--- src/hdl/keypad_pkg.sv ---
// Purpose: Shared constants for the keypad pin interrupt block
// Assumes: AXI4-Lite with 32-bit data, one aligned word per register
// Notes: Offsets and bit positions are used by the bus slave and the core
package keypad_pkg;
    localparam int PIN_COUNT = 5;
    localparam logic [3:0] STATUS_CONTROL_OFFSET = 4'h0;
    localparam logic [3:0] PIN_ENABLE_OFFSET = 4'h4;
    localparam logic [3:0] BREAK_CONTROL_OFFSET = 4'h8;
    localparam int SENSITIVITY_BIT = 0;
    localparam int MASK_BIT = 1;
    localparam int ACK_BIT = 2;
    localparam int PENDING_BIT = 3;
    localparam int BREAK_CLEAR_BIT = 0;
    localparam logic [4:0] PIN_ENABLE_RESET = 5'h00;
    localparam logic SENSITIVITY_RESET = 1'b0;
    localparam logic MASK_RESET = 1'b0;
    localparam logic BREAK_CLEAR_RESET = 1'b0;
    localparam logic [1:0] RESP_OKAY = 2'h0;
    localparam logic [1:0] RESP_SLVERR = 2'h2;
endpackage

--- src/hdl/keypad_pin_interrupt.sv ---
// Purpose: Keypad pin interrupt block with AXI4-Lite register access
// Assumes: Pins synchronous-safe via synchroniser, one clock aclk
// Notes: Break state and vector fetch arrive as plain inputs
//
// What this block does
// - Stays active in wait; wakes when unmasked
// - Stays active in stop; wakes when unmasked
// - Break-clear enable set lets acknowledge clear flag
// - Break-clear enable clear blocks acknowledge in break
// - Upper four status bits read zero
// - Pending flag read-only, shows latched request
// - Acknowledge write clears request, reads zero
// - Mask set blocks interrupt output
// - Sensitivity select: edge-and-level or edge only
// - Five pin enables admit pins to detection
// - Latch on new low after all high
// - Level mode clears after ack and pins high
// - Edge mode ack clears at once
// - Enabled pin gets pull-up, forced input
//
// Our own choices: the placing of the registers and register access over AXI4-Lite.
`timescale 1ns/1ns
module keypad_pin_interrupt (
    input wire logic aclk,
    input wire logic aresetn,
    input wire logic [3:0] s_axi_awaddr,
    input wire logic s_axi_awvalid,
    output logic s_axi_awready,
    input wire logic [31:0] s_axi_wdata,
    input wire logic [3:0] s_axi_wstrb,
    input wire logic s_axi_wvalid,
    output logic s_axi_wready,
    output logic [1:0] s_axi_bresp,
    output logic s_axi_bvalid,
    input wire logic s_axi_bready,
    input wire logic [3:0] s_axi_araddr,
    input wire logic s_axi_arvalid,
    output logic s_axi_arready,
    output logic [31:0] s_axi_rdata,
    output logic [1:0] s_axi_rresp,
    output logic s_axi_rvalid,
    input wire logic s_axi_rready,
    input wire logic [4:0] keypad_pin,
    input wire logic break_state,
    input wire logic vector_fetch,
    output logic [4:0] pullup_enable,
    output logic [4:0] force_input,
    output logic irq_out,
    output logic wake_request
);
    // ****************************************
    // Register state
    // ****************************************
    logic [4:0] pin_enable_reg;
    logic sensitivity_reg;
    logic mask_reg;
    logic break_clear_reg;
    logic [3:0] awaddr_reg;
    logic aw_held_reg;
    logic [31:0] wdata_reg;
    logic w_held_reg;
    logic w_strb0_reg;
    logic [4:0] pin_sync;
    logic request;

    // ****************************************
    // Write channel decode
    // ****************************************
    logic do_write;
    logic [3:0] wr_addr;
    logic [31:0] wr_data;
    logic wr_lane0;
    logic wr_status;
    logic wr_enable;
    logic wr_break;
    logic wr_mapped;
    logic ack_write;
    logic ack_allowed;
    logic ack_pulse;
    logic aw_take;
    logic w_take;
    logic aw_have;
    logic w_have;

    // Register map decode shared by both channels
    function automatic logic reg_mapped(input logic [3:0] addr);
        return (addr == keypad_pkg::STATUS_CONTROL_OFFSET) |
               (addr == keypad_pkg::PIN_ENABLE_OFFSET) |
               (addr == keypad_pkg::BREAK_CONTROL_OFFSET);
    endfunction

    // A channel item moves only on its own valid and ready
    assign aw_take = s_axi_awvalid & s_axi_awready;
    assign w_take = s_axi_wvalid & s_axi_wready;
    assign aw_have = aw_held_reg | aw_take;
    assign w_have = w_held_reg | w_take;

    // Address and data may arrive in either order
    assign wr_addr = aw_held_reg ? awaddr_reg : s_axi_awaddr;
    assign wr_data = w_held_reg ? wdata_reg : s_axi_wdata;
    assign wr_lane0 = w_held_reg ? w_strb0_reg : s_axi_wstrb[0];
    assign do_write = aw_have & w_have & ~s_axi_bvalid;
    assign wr_status = do_write & wr_lane0 & (wr_addr == keypad_pkg::STATUS_CONTROL_OFFSET);
    assign wr_enable = do_write & wr_lane0 & (wr_addr == keypad_pkg::PIN_ENABLE_OFFSET);
    assign wr_break = do_write & wr_lane0 & (wr_addr == keypad_pkg::BREAK_CONTROL_OFFSET);
    assign wr_mapped = reg_mapped(wr_addr);

    // Acknowledge from software, gated in break, or from vector fetch
    assign ack_write = wr_status & wr_data[keypad_pkg::ACK_BIT];
    assign ack_allowed = ~break_state | break_clear_reg;
    assign ack_pulse = (ack_write & ack_allowed) | vector_fetch;

    // Hold address and data until the pair is complete
    always_ff @(posedge aclk) begin
        if (!aresetn) begin
            aw_held_reg <= 1'b0;
            w_held_reg <= 1'b0;
            awaddr_reg <= 4'h0;
            wdata_reg <= 32'h00000000;
            w_strb0_reg <= 1'b0;
        end else begin
            if (aw_take) begin
                awaddr_reg <= s_axi_awaddr;
            end
            if (w_take) begin
                wdata_reg <= s_axi_wdata;
                w_strb0_reg <= s_axi_wstrb[0];
            end
            aw_held_reg <= do_write ? 1'b0 : aw_have;
            w_held_reg <= do_write ? 1'b0 : w_have;
        end
    end

    // Ready while nothing is held for that channel and no response waits
    always_ff @(posedge aclk) begin
        if (!aresetn) begin
            s_axi_awready <= 1'b0;
            s_axi_wready <= 1'b0;
        end else begin
            s_axi_awready <= ~aw_have & ~s_axi_bvalid;
            s_axi_wready <= ~w_have & ~s_axi_bvalid;
        end
    end

    // Write response
    always_ff @(posedge aclk) begin
        if (!aresetn) begin
            s_axi_bvalid <= 1'b0;
            s_axi_bresp <= keypad_pkg::RESP_OKAY;
        end else if (do_write) begin
            s_axi_bvalid <= 1'b1;
            s_axi_bresp <= wr_mapped ? keypad_pkg::RESP_OKAY : keypad_pkg::RESP_SLVERR;
        end else if (s_axi_bready) begin
            s_axi_bvalid <= 1'b0;
        end
    end

    // ****************************************
    // Control registers
    // ****************************************
    always_ff @(posedge aclk) begin
        if (!aresetn) begin
            pin_enable_reg <= keypad_pkg::PIN_ENABLE_RESET;
            sensitivity_reg <= keypad_pkg::SENSITIVITY_RESET;
            mask_reg <= keypad_pkg::MASK_RESET;
            break_clear_reg <= keypad_pkg::BREAK_CLEAR_RESET;
        end else begin
            if (wr_enable) begin
                pin_enable_reg <= wr_data[4:0];
            end
            if (wr_status) begin
                sensitivity_reg <= wr_data[keypad_pkg::SENSITIVITY_BIT];
                mask_reg <= wr_data[keypad_pkg::MASK_BIT];
            end
            if (wr_break) begin
                break_clear_reg <= wr_data[keypad_pkg::BREAK_CLEAR_BIT];
            end
        end
    end

    // ****************************************
    // Pin path and request latch
    // ****************************************
    keypad_sync u_sync (
        .aclk(aclk),
        .aresetn(aresetn),
        .pin_in(keypad_pin),
        .pin_sync(pin_sync)
    );

    keypad_detect u_detect (
        .aclk(aclk),
        .aresetn(aresetn),
        .pin_sync(pin_sync),
        .pin_enable(pin_enable_reg),
        .sensitivity_select(sensitivity_reg),
        .ack_pulse(ack_pulse),
        .request(request)
    );

    // Outputs registered; no clock gating so wait and stop keep running
    always_ff @(posedge aclk) begin
        if (!aresetn) begin
            irq_out <= 1'b0;
            wake_request <= 1'b0;
            pullup_enable <= 5'h00;
            force_input <= 5'h00;
        end else begin
            irq_out <= request & ~mask_reg;
            wake_request <= request & ~mask_reg;
            pullup_enable <= pin_enable_reg;
            force_input <= pin_enable_reg;
        end
    end

    // ****************************************
    // Read channel
    // ****************************************
    logic [31:0] rd_value;
    logic rd_mapped;
    logic [7:0] status_read;

    // Upper bits zero, acknowledge reads zero
    assign status_read = {4'h0, request, 1'b0, mask_reg, sensitivity_reg};
    assign rd_mapped = reg_mapped(s_axi_araddr);
    assign rd_value = (s_axi_araddr == keypad_pkg::STATUS_CONTROL_OFFSET) ? {24'h0, status_read} :
                      (s_axi_araddr == keypad_pkg::PIN_ENABLE_OFFSET) ? {27'h0, pin_enable_reg} :
                      (s_axi_araddr == keypad_pkg::BREAK_CONTROL_OFFSET) ? {31'h0, break_clear_reg} :
                      32'h00000000;

    always_ff @(posedge aclk) begin
        if (!aresetn) begin
            s_axi_arready <= 1'b0;
            s_axi_rvalid <= 1'b0;
            s_axi_rdata <= 32'h00000000;
            s_axi_rresp <= keypad_pkg::RESP_OKAY;
        end else begin
            s_axi_arready <= ~s_axi_arready & ~s_axi_rvalid & s_axi_arvalid;
            if (s_axi_arvalid && s_axi_arready) begin
                s_axi_rvalid <= 1'b1;
                s_axi_rdata <= rd_value;
                s_axi_rresp <= rd_mapped ? keypad_pkg::RESP_OKAY : keypad_pkg::RESP_SLVERR;
            end else if (s_axi_rready) begin
                s_axi_rvalid <= 1'b0;
            end
        end
    end

    // ****************************************
    // Checks
    // ****************************************
    a_break_protect: assert property (@(posedge aclk) disable iff (!aresetn)
        request && ack_write && break_state && !break_clear_reg && !vector_fetch |=> request)
        else $error("acknowledge cleared flag in protected break");

    a_irq_mask: assert property (@(posedge aclk) disable iff (!aresetn)
        ##1 irq_out == ($past(request) && !$past(mask_reg)))
        else $error("interrupt output does not follow request and mask");

    a_masked_quiet: assert property (@(posedge aclk) disable iff (!aresetn)
        mask_reg && $past(mask_reg) |-> !irq_out)
        else $error("masked request raised interrupt");

    a_wake_follow: assert property (@(posedge aclk) disable iff (!aresetn)
        wake_request == irq_out)
        else $error("wake request differs from interrupt");

    a_status_upper: assert property (@(posedge aclk) disable iff (!aresetn)
        s_axi_rvalid && $past(s_axi_araddr) == keypad_pkg::STATUS_CONTROL_OFFSET
        && $past(s_axi_arvalid && s_axi_arready) |-> s_axi_rdata[7:4] == 4'h0
        && s_axi_rdata[keypad_pkg::ACK_BIT] == 1'b0)
        else $error("status upper or acknowledge bit read nonzero");

    a_break_allow: assert property (@(posedge aclk) disable iff (!aresetn)
        ack_write && break_state && break_clear_reg && !sensitivity_reg
        && !(|(~pin_sync & pin_enable_reg)) |=> !request)
        else $error("allowed break acknowledge did not clear");

    a_pullup_track: assert property (@(posedge aclk) disable iff (!aresetn)
        ##1 pullup_enable == $past(pin_enable_reg) && force_input == $past(pin_enable_reg))
        else $error("pull-up or input force does not track enable");

    // Any enabled pin low, for the checks below
    logic pin_low_any;
    assign pin_low_any = |(~pin_sync & pin_enable_reg);

    // Unmasked request raises the interrupt one cycle later
    a_irq_open: assert property (@(posedge aclk) disable iff (!aresetn)
        request && !mask_reg |=> irq_out)
        else $error("unmasked request gave no interrupt");

    // Unmasked request raises the wake request one cycle later
    a_wake_open: assert property (@(posedge aclk) disable iff (!aresetn)
        request && !mask_reg |=> wake_request)
        else $error("unmasked request gave no wake request");

    // Vector fetch in edge mode clears unless a new edge arrives
    a_vector_clear: assert property (@(posedge aclk) disable iff (!aresetn)
        vector_fetch && !sensitivity_reg && !(pin_low_any && !$past(pin_low_any)) |=> !request)
        else $error("vector fetch did not clear edge request");

    // Pin enables change only on a write to their register
    a_enable_hold: assert property (@(posedge aclk) disable iff (!aresetn)
        !wr_enable |=> $stable(pin_enable_reg))
        else $error("pin enables changed without a write");

    // Sensitivity and mask change only on a status write
    a_mode_hold: assert property (@(posedge aclk) disable iff (!aresetn)
        !wr_status |=> $stable(sensitivity_reg) && $stable(mask_reg))
        else $error("sensitivity or mask changed without a write");
endmodule

--- src/hdl/keypad_sync.sv ---
// Purpose: Two-stage synchroniser for the keypad pins
// Assumes: Pins idle high through their pull-ups
// Notes: First stage feeds only the second stage
`timescale 1ns/1ns
module keypad_sync (
    input wire logic aclk,
    input wire logic aresetn,
    input wire logic [4:0] pin_in,
    output logic [4:0] pin_sync
);
    logic [4:0] stage1_reg;

    // Two flops per pin, reset to idle high
    always_ff @(posedge aclk) begin
        if (!aresetn) begin
            stage1_reg <= 5'h1f;
            pin_sync <= 5'h1f;
        end else begin
            stage1_reg <= pin_in;
            pin_sync <= stage1_reg;
        end
    end
endmodule

--- src/hdl/keypad_detect.sv ---
// Purpose: Request latch with edge or edge-and-level sensitivity
// Assumes: Synchronised pins, acknowledge is a one-cycle pulse
// Notes: Disabled pins are treated as high
`timescale 1ns/1ns
module keypad_detect (
    input wire logic aclk,
    input wire logic aresetn,
    input wire logic [4:0] pin_sync,
    input wire logic [4:0] pin_enable,
    input wire logic sensitivity_select,
    input wire logic ack_pulse,
    output logic request
);
    logic any_low;
    logic any_low_prev_reg;
    logic fall_event;
    logic request_next;
    logic ack_seen_reg;
    logic ack_seen_next;
    logic ack_any;

    // Any enabled pin low; new low only after all were high
    assign any_low = |(~pin_sync & pin_enable);
    assign fall_event = any_low & ~any_low_prev_reg;

    // Set wins over acknowledge; level mode holds while a pin is low
    assign ack_any = ack_pulse | ack_seen_reg;
    assign request_next = fall_event ? 1'b1 :
                          (ack_any & ~(sensitivity_select & any_low)) ? 1'b0 :
                          request;

    // Level mode keeps an early acknowledge until every pin is high
    assign ack_seen_next = ~fall_event & request_next & ack_any;

    always_ff @(posedge aclk) begin
        if (!aresetn) begin
            any_low_prev_reg <= 1'b0;
            request <= 1'b0;
            ack_seen_reg <= 1'b0;
        end else begin
            any_low_prev_reg <= any_low;
            request <= request_next;
            ack_seen_reg <= ack_seen_next;
        end
    end

    // Edge mode: acknowledge clears at once unless an edge arrives
    a_edge_ack_clears: assert property (@(posedge aclk) disable iff (!aresetn)
        ack_pulse && !sensitivity_select && !fall_event |=> !request)
        else $error("edge mode acknowledge did not clear");

    // Level mode: request held while an enabled pin stays low
    a_level_hold: assert property (@(posedge aclk) disable iff (!aresetn)
        request && sensitivity_select && any_low |=> request)
        else $error("level mode request dropped while pin low");

    // New low after all high latches a request
    a_fall_latch: assert property (@(posedge aclk) disable iff (!aresetn)
        !$past(any_low) && any_low |=> request)
        else $error("falling edge did not latch");

    // No latch from a pin that is still low in edge mode
    a_no_spurious: assert property (@(posedge aclk) disable iff (!aresetn)
        !request && !fall_event |=> !request)
        else $error("request latched without a new edge");

    // Level mode: remembered acknowledge clears once all pins are high
    a_ack_remembered: assert property (@(posedge aclk) disable iff (!aresetn)
        ack_seen_reg && !any_low |=> !request)
        else $error("remembered acknowledge did not clear");
endmodule

--- config.mk ---
export PLATFORM = sky130hd
export DESIGN_NAME = keypad_pin_interrupt
export DESIGN_NICKNAME = d
export VERILOG_FILES = /design/src/hdl/keypad_pkg.sv /design/src/hdl/keypad_pin_interrupt.sv /design/src/hdl/keypad_sync.sv /design/src/hdl/keypad_detect.sv
export SDC_FILE = /design/constraint.sdc
export NUM_CORES = 1
export LEC_CHECK = 0
export ABC_AREA = 0
export ABC_CLOCK_PERIOD_IN_PS = 2250
export BUFFER_PORTS_ARGS = -buffer_cell sky130_fd_sc_hd__buf_4
export CAP_MARGIN = 20
export CORE_MARGIN = 1.5
export CORE_UTILIZATION = 46
export CTS_CLUSTER_SIZE = 30
export DETAILED_ROUTE_END_ITERATION = 16
export GPL_TIMING_DRIVEN = 0
export PLACE_DENSITY = 0.77
export REMOVE_ABC_BUFFERS = 1
export SLEW_MARGIN = 20
export SYNTH_ARGS = -nofsm -noshare
export SYNTH_HDL_FRONTEND = slang
export SYNTH_SLANG_ARGS = --single-unit
--- constraint.sdc ---
create_clock -name aclk -period 2.25 [get_ports aclk]
set_input_delay 0.3375 -clock aclk [delete_from_list [all_inputs] [get_ports aclk]]
set_output_delay 0.3375 -clock aclk [all_outputs]
set_load 0.02 [all_outputs]
==> results.toml, run 1 <==
[status]
status = "finished, final reports clean"

[timing]
tightest_slew_ns = 0.557
drv_slew = 0
max-slew-margin-rel = 0.626
finClkSkew_ns = 0.00391
setup_viol = 0
hold_viol_final = 0
period_needed_ns = 1.86
max_freq_mhz = 537
period_share = 0.828
fin_setup_tns_ns = 0
rsz0062_at_grt = "false"

[final_layout]
syn_to_final_growth_pct = 16.7
fill_cells = 447
seq_area_mm2 = 0.00102
final_cells = 367
postLayoutCellArea_mm2 = 0.00270
nets = 357
multi_input_area_mm2 = 0.00105
diodes = 0
final_layout_size_suffix_gt1_frac = 0.243

[placed_design]
placed_cells = 358
portBuffers = 51
placed_area_mm2 = 0.00257
dpl.hpwl_mm = 3.25
place_congestion = 0.774

[routing]
avgViaCountPerCell = 4.98
drt_iter0_markers = 73
route.vias.total = 1828
ant_nets = 0
dr.pass1.iters = 4
drc = 0
wirelength_mm = 4.59
drt-wirelength-per-cell_um = 12.5

[logic_synthesis]
yosys_register_bits = 51
syn_area_mm2 = 0.00231
seq_area_frac_synth = 0.442
postSynthAreaPerCell_um2 = 8.99
ys_warn_count = 0
synth.distinct_cells = 42
ys_dominant_reg_cell = "dfxtp_1"
ys_async_sr_fraction = 0
synth_edf_count = 0
syn_inst = 257

[worst_setup_path]
worstPathArrival_ns = 2.09
end_kind = "flip-flop"
start_kind = "flip-flop"
slowest_stage = "or4b_4"
r2r_setup_slack_ns = 0.39
critPathKind = "flip-flop to flip-flop"
cp_cell_sequence = "a21oi_1 -> or4b_4 -> o31ai_4 -> nor4b_4"
crit_fanout = 11
critPathMaxStageDelay_ns = 0.57
worstPathRequired_ns = 2.48

[power_and_ir_drop]
swShare = 0.275
clock_power_share = 0.311
p_leak_nw = 1.12
combinationalPowerShare = 0.145
power_density_mw_per_mm2 = 659
p_switching_w = 0.000490
pwr-share-seq = 0.544
irDropWorstVdd_v = 0.000390
p_int_w = 0.00129

[global_route]
grt_max_degree = 36
track_usage = 0.168
grt_pass1_vias = 1502
antenna_found_initial = 0
grt_pass1_wl_mm = 6.95
grt_overflow = 0

[clock_tree]
clk_latency_ns = 0.30
cts_sinks = 51
cts_made_buffers = 5
ctsResizeCount = 0
cts_setup_buffers = 0
cts_tree = "yes"
path_clk_slew_ns = 0.09
postCtsHoldBufs = 0
cts_buffer_depth = 2
htreeDepth = 2
clockRootBuffer = "clkbuf_8"

[floorplan]
die_x_um = 73.9
die_h_um = 73.9
die-area_mm2 = 0.00546
num_rows = 25
core_area_mm2 = 0.00479
top_level_ports = 111
start_util = 0.483

[flow_run]
cap_violations = 0

[min_path]
hp-class = "input pin to flip-flop"
==> per-stage QoR <==
stage | util | worst slack (ns) | hold slack (ns) | power [W]
final | 0.564 | 0.387 | 0.209 | 0.00178
after global routing | 0.564 | 0.258 | 0.205 | 0.00186
after CTS | 0.558 | 0.403 | 0.203 | 0.00179
after detailed placement | 0.537 | 0.307 | 0.396 | 0.00124
after global placement | 0.537 | 0.334 | 0.389 | 0.00123
after floorplan | - | 0.426 | 0.386 | 0.00114
==> layout by cell type (no fill, tap or decap), drive strengths merged, types with 2 or more instances in the layout <==
master,n
clkbuf,6
conb,29
and2,2
nand3,15
nor4b,2
mux2i,5
dfxtp,51
a211oi,2
inv,7
clkinv,2
buf,52
a21oi,26
nor2,12
nand4,3
mux2,7
nor3,17
or3,2
nand2,21
nor3b,3
o22ai,4
o21ai,6
nand2b,11
==> cell usage after synthesis (4+ instances only) <==
cell type / count / area, um^2
clkbuf_1: 6 / 22.5
o21ai_0: 5 / 25.0
a21oi_1: 25 / 125
nand3_1: 15 / 75.1
nand2_1: 21 / 78.8
nor3_1: 17 / 85.1
inv_1: 7 / 26.3
o22ai_1: 4 / 25.0
nand2b_1: 11 / 68.8
buf_4: 35 / 263
mux2_2: 6 / 67.6
mux2i_1: 5 / 50.1
dfxtp_1: 51 / 1020
nor2_1: 12 / 45.0
==> cell families (layout without fill, tap and decap cells) <==
logic type,Yosys count,count (layout),synth area share
other cells,1,29,0.00162
mux,12,12,0.0574
buf+inv,53,68,0.148
compound gates,48,48,0.132
flops,51,51,0.442
simple gates,92,92,0.219
==> worst max-delay path: cells and delay by family, from the launching register on <==
kind	cells	cell delay [ns]
DFF	1	0.54
and+or+nand+nor	2	0.78
AOI/OAI and AO/OA	2	0.47
==> worst paths after layout <==
| kind | from | end | depth (start not counted) |
|---|---|---|---|
| max | aw_held_reg | u_detect.ack_seen_reg | 4 |
| max reg2reg | aw_held_reg | u_detect.ack_seen_reg | 4 |
| min reg2reg | u_sync.stage1_reg[3] | u_sync.pin_sync[3] | 1 |
| min | keypad_pin[2] | u_sync.stage1_reg[2] | 2 |
==> metal layers <==
| metal | share of wire | up-vias | GRT usage |
|---|---|---|---|
| met3 | 0.068 | 8 | 0.0412 |
| met2 | 0.47 | 76 | 0.251 |
| met4 | 0.017 | 0 | 0.0700 |
| met5 | 0 | - | 0 |
| met1 | 0.44 | 837 | 0.230 |
| li1 | - | 907 | - |
==> layout make-up <==
type	instances	share of cell area
Inverter	8	0.0111
Clock buffer	6	0.0306
Clock inverter	2	0.00603
Sequential cell	51	0.378
Timing Repair Buffer	52	0.152
Tap cell	67	0.0311
Multi-Input combinational cell	181	0.391
==> power groups by stage <==
stage | logic, W | registers, W | clock network, W
2_1_floorplan | 0.000150 | 0.000992 | 0
3_3_place_gp | 0.000246 | 0.000986 | 0
3_5_place_dp | 0.000249 | 0.000988 | 0
4_1_cts | 0.000250 | 0.000967 | 0.000568
5_1_grt | 0.000281 | 0.000972 | 0.000605
6_report | 0.000258 | 0.000967 | 0.000553
Note: power is estimated with default switching activity, not from simulation.
==> inputs of run 2 (changes only) <==
Settings changed: ABC_CLOCK_PERIOD_IN_PS 2250 to 1700, CORE_UTILIZATION 46 to 41, PLACE_DENSITY 0.77 to 0.72.
Clock period 2.25 ns to 1.7 ns, I/O delays scaled along.
==> results.toml, run 2 (synthesis gave the netlist of run 1 again) <==
[status]
status = "finished, final reports clean"

[global_route]
grt_pass1_vias = 1595
grt_max_degree = 36
grt_overflow = 0
grt_use_met1 = 0.182
grt_busiest_layer = "met2"
met2_usage = 0.243
grtUsageMet3 = 0.0349
antenna_found_initial = 0
track_usage = 0.146
grt_pass1_wl_mm = 7.11

[final_layout]
syn_to_final_growth_pct = 17.1
final_common_cell = "buf_4"
final_layout_size_suffix_gt1_frac = 0.261
diodes = 0
multi_input_area_mm2 = 0.00107
postLayoutCellArea_mm2 = 0.00271
nets = 356
fill_cells = 524
final_cell_mix = "51 x buf_4, 47 x dfxtp_1, 29 x conb_1, 24 x a21oi_1, 21 x nand2_1"
seq_area_mm2 = 0.00103

[clock_tree]
cts_sinks = 51
htreeDepth = 2
cts_setup_buffers = 0
cts_made_buffers = 5
clockRootBuffer = "clkbuf_8"
postCtsHoldBufs = 0
path_clk_slew_ns = 0.10
cts_tree = "yes"
clk_latency_ns = 0.31
cts_buffer_depth = 2

[flow_run]
cap_violations = 0

[timing]
setup_viol = 0
hold_viol_final = 0
max_freq_mhz = 622
max-slew-margin-rel = 0.355
rsz0062_at_grt = "false"
drv_slew = 0
finClkSkew_ns = 0.0103
period_needed_ns = 1.61
period_share = 0.946
tightest_slew_ns = 0.962

[worst_setup_path]
r2r_setup_slack_ns = 0.09
r2r_end = "pin_enable_reg[3]"
worstPathArrival_ns = 1.78
start_kind = "flip-flop"
end_kind = "flip-flop"
rr_startpoint = "aw_held_reg"
worstPathRequired_ns = 1.87
crit_fanout = 11
critPathKind = "flip-flop to flip-flop"
r2r_cells = 4

[floorplan]
top_level_ports = 111
die_h_um = 78.1
die_x_um = 78.1
core_area_mm2 = 0.00547
die-area_mm2 = 0.00610
start_util = 0.422
num_rows = 27

[routing]
route.vias.total = 1816
wirelength_mm = 4.37
drt_iter0_markers = 122
dr.pass1.iters = 4
drc = 0
drt-wirelength-per-cell_um = 11.8
avgViaCountPerCell = 4.89
ant_nets = 0

[placed_design]
placed_area_mm2 = 0.00258
dpl.hpwl_mm = 3.25
portBuffers = 51
place_congestion = 0.746

[power_and_ir_drop]
p_leak_nw = 1.11
power_density_mw_per_mm2 = 866
finalPower_w = 0.00234
irDropWorstVdd_v = 0.000386

[min_path]
hold_depth = 2
min_to = "u_sync.stage1_reg[2]"
hp-start = "keypad_pin[2]"
hp-class = "input pin to flip-flop"
run 2: worst max-delay path by stage:
| stage | start | to | slack [ns] | cells past startpoint |
|---|---|---|---|---|
| 2_1_floorplan | s_axi_wready | u_detect.ack_seen_reg | -0.12 | 4 |
| 3_3_place_gp | aresetn | u_detect.request | -0.14 | 3 |
| 3_5_place_dp | aresetn | u_detect.request | -0.19 | 3 |
| 4_1_cts | s_axi_awready | u_detect.ack_seen_reg | 0.01 | 4 |
| 5_1_grt | aresetn | u_detect.request | 0.02 | 3 |
| 6_report | aw_held_reg | pin_enable_reg[3] | 0.09 | 4 |
run 2: cell type report:
class | instances | area share
Sequential cell | 51 | 0.382
Tap cell | 72 | 0.0333
Multi-Input combinational cell | 181 | 0.397
Timing Repair Buffer | 51 | 0.141
Clock inverter | 3 | 0.00971
Inverter | 8 | 0.0111
Clock buffer | 5 | 0.0254
run 2: report_power, final:
part / internal [W] / switching (W)
clock: 0.000303 / 0.000416
combinational: 0.000136 / 0.000205
sequential: 0.00124 / 0.0000470
total: 0.00168 / 0.000668
run 2: worst max-delay path, cell delays in order (launching register included):
cell and delay [ns]:
dfxtp_4 0.42, or3b_4 0.43, a211o_1 0.35, o21ai_0 0.20, a21oi_1 0.08
run 2: metal layers:
metal | routed length (um) | share of wire | vias to the layer above
li1 | - | - | 906
met1 | 1920 | 0.44 | 832
met2 | 2060 | 0.47 | 70
met3 | 319 | 0.073 | 8
met4 | 80 | 0.018 | 0
met5 | 0 | 0 | -
run 2: per-stage QoR:
| step | setup slack, ns | hold WS, ns | util | TNS (ns) | cells |
|---|---|---|---|---|---|
| 4_1_cts | 0.0119 | 0.121 | 0.491 | 0 | 371 |
| 3_5_place_dp | -0.188 | 0.395 | 0.471 | -1.29 | 363 |
| 5_1_grt | 0.0154 | 0.123 | 0.495 | 0 | 371 |
| 6_report | 0.0912 | 0.129 | 0.495 | 0 | 371 |
| 3_3_place_gp | -0.140 | 0.395 | 0.471 | -0.525 | 363 |
| 2_1_floorplan | -0.124 | 0.328 | - | -0.209 | 240 |
run 2: repair_timing:
item                       in CTS  in global routing
gates resized for setup         7                  5
setup endpoints to repair       8                  4
pin swaps                       0                  1
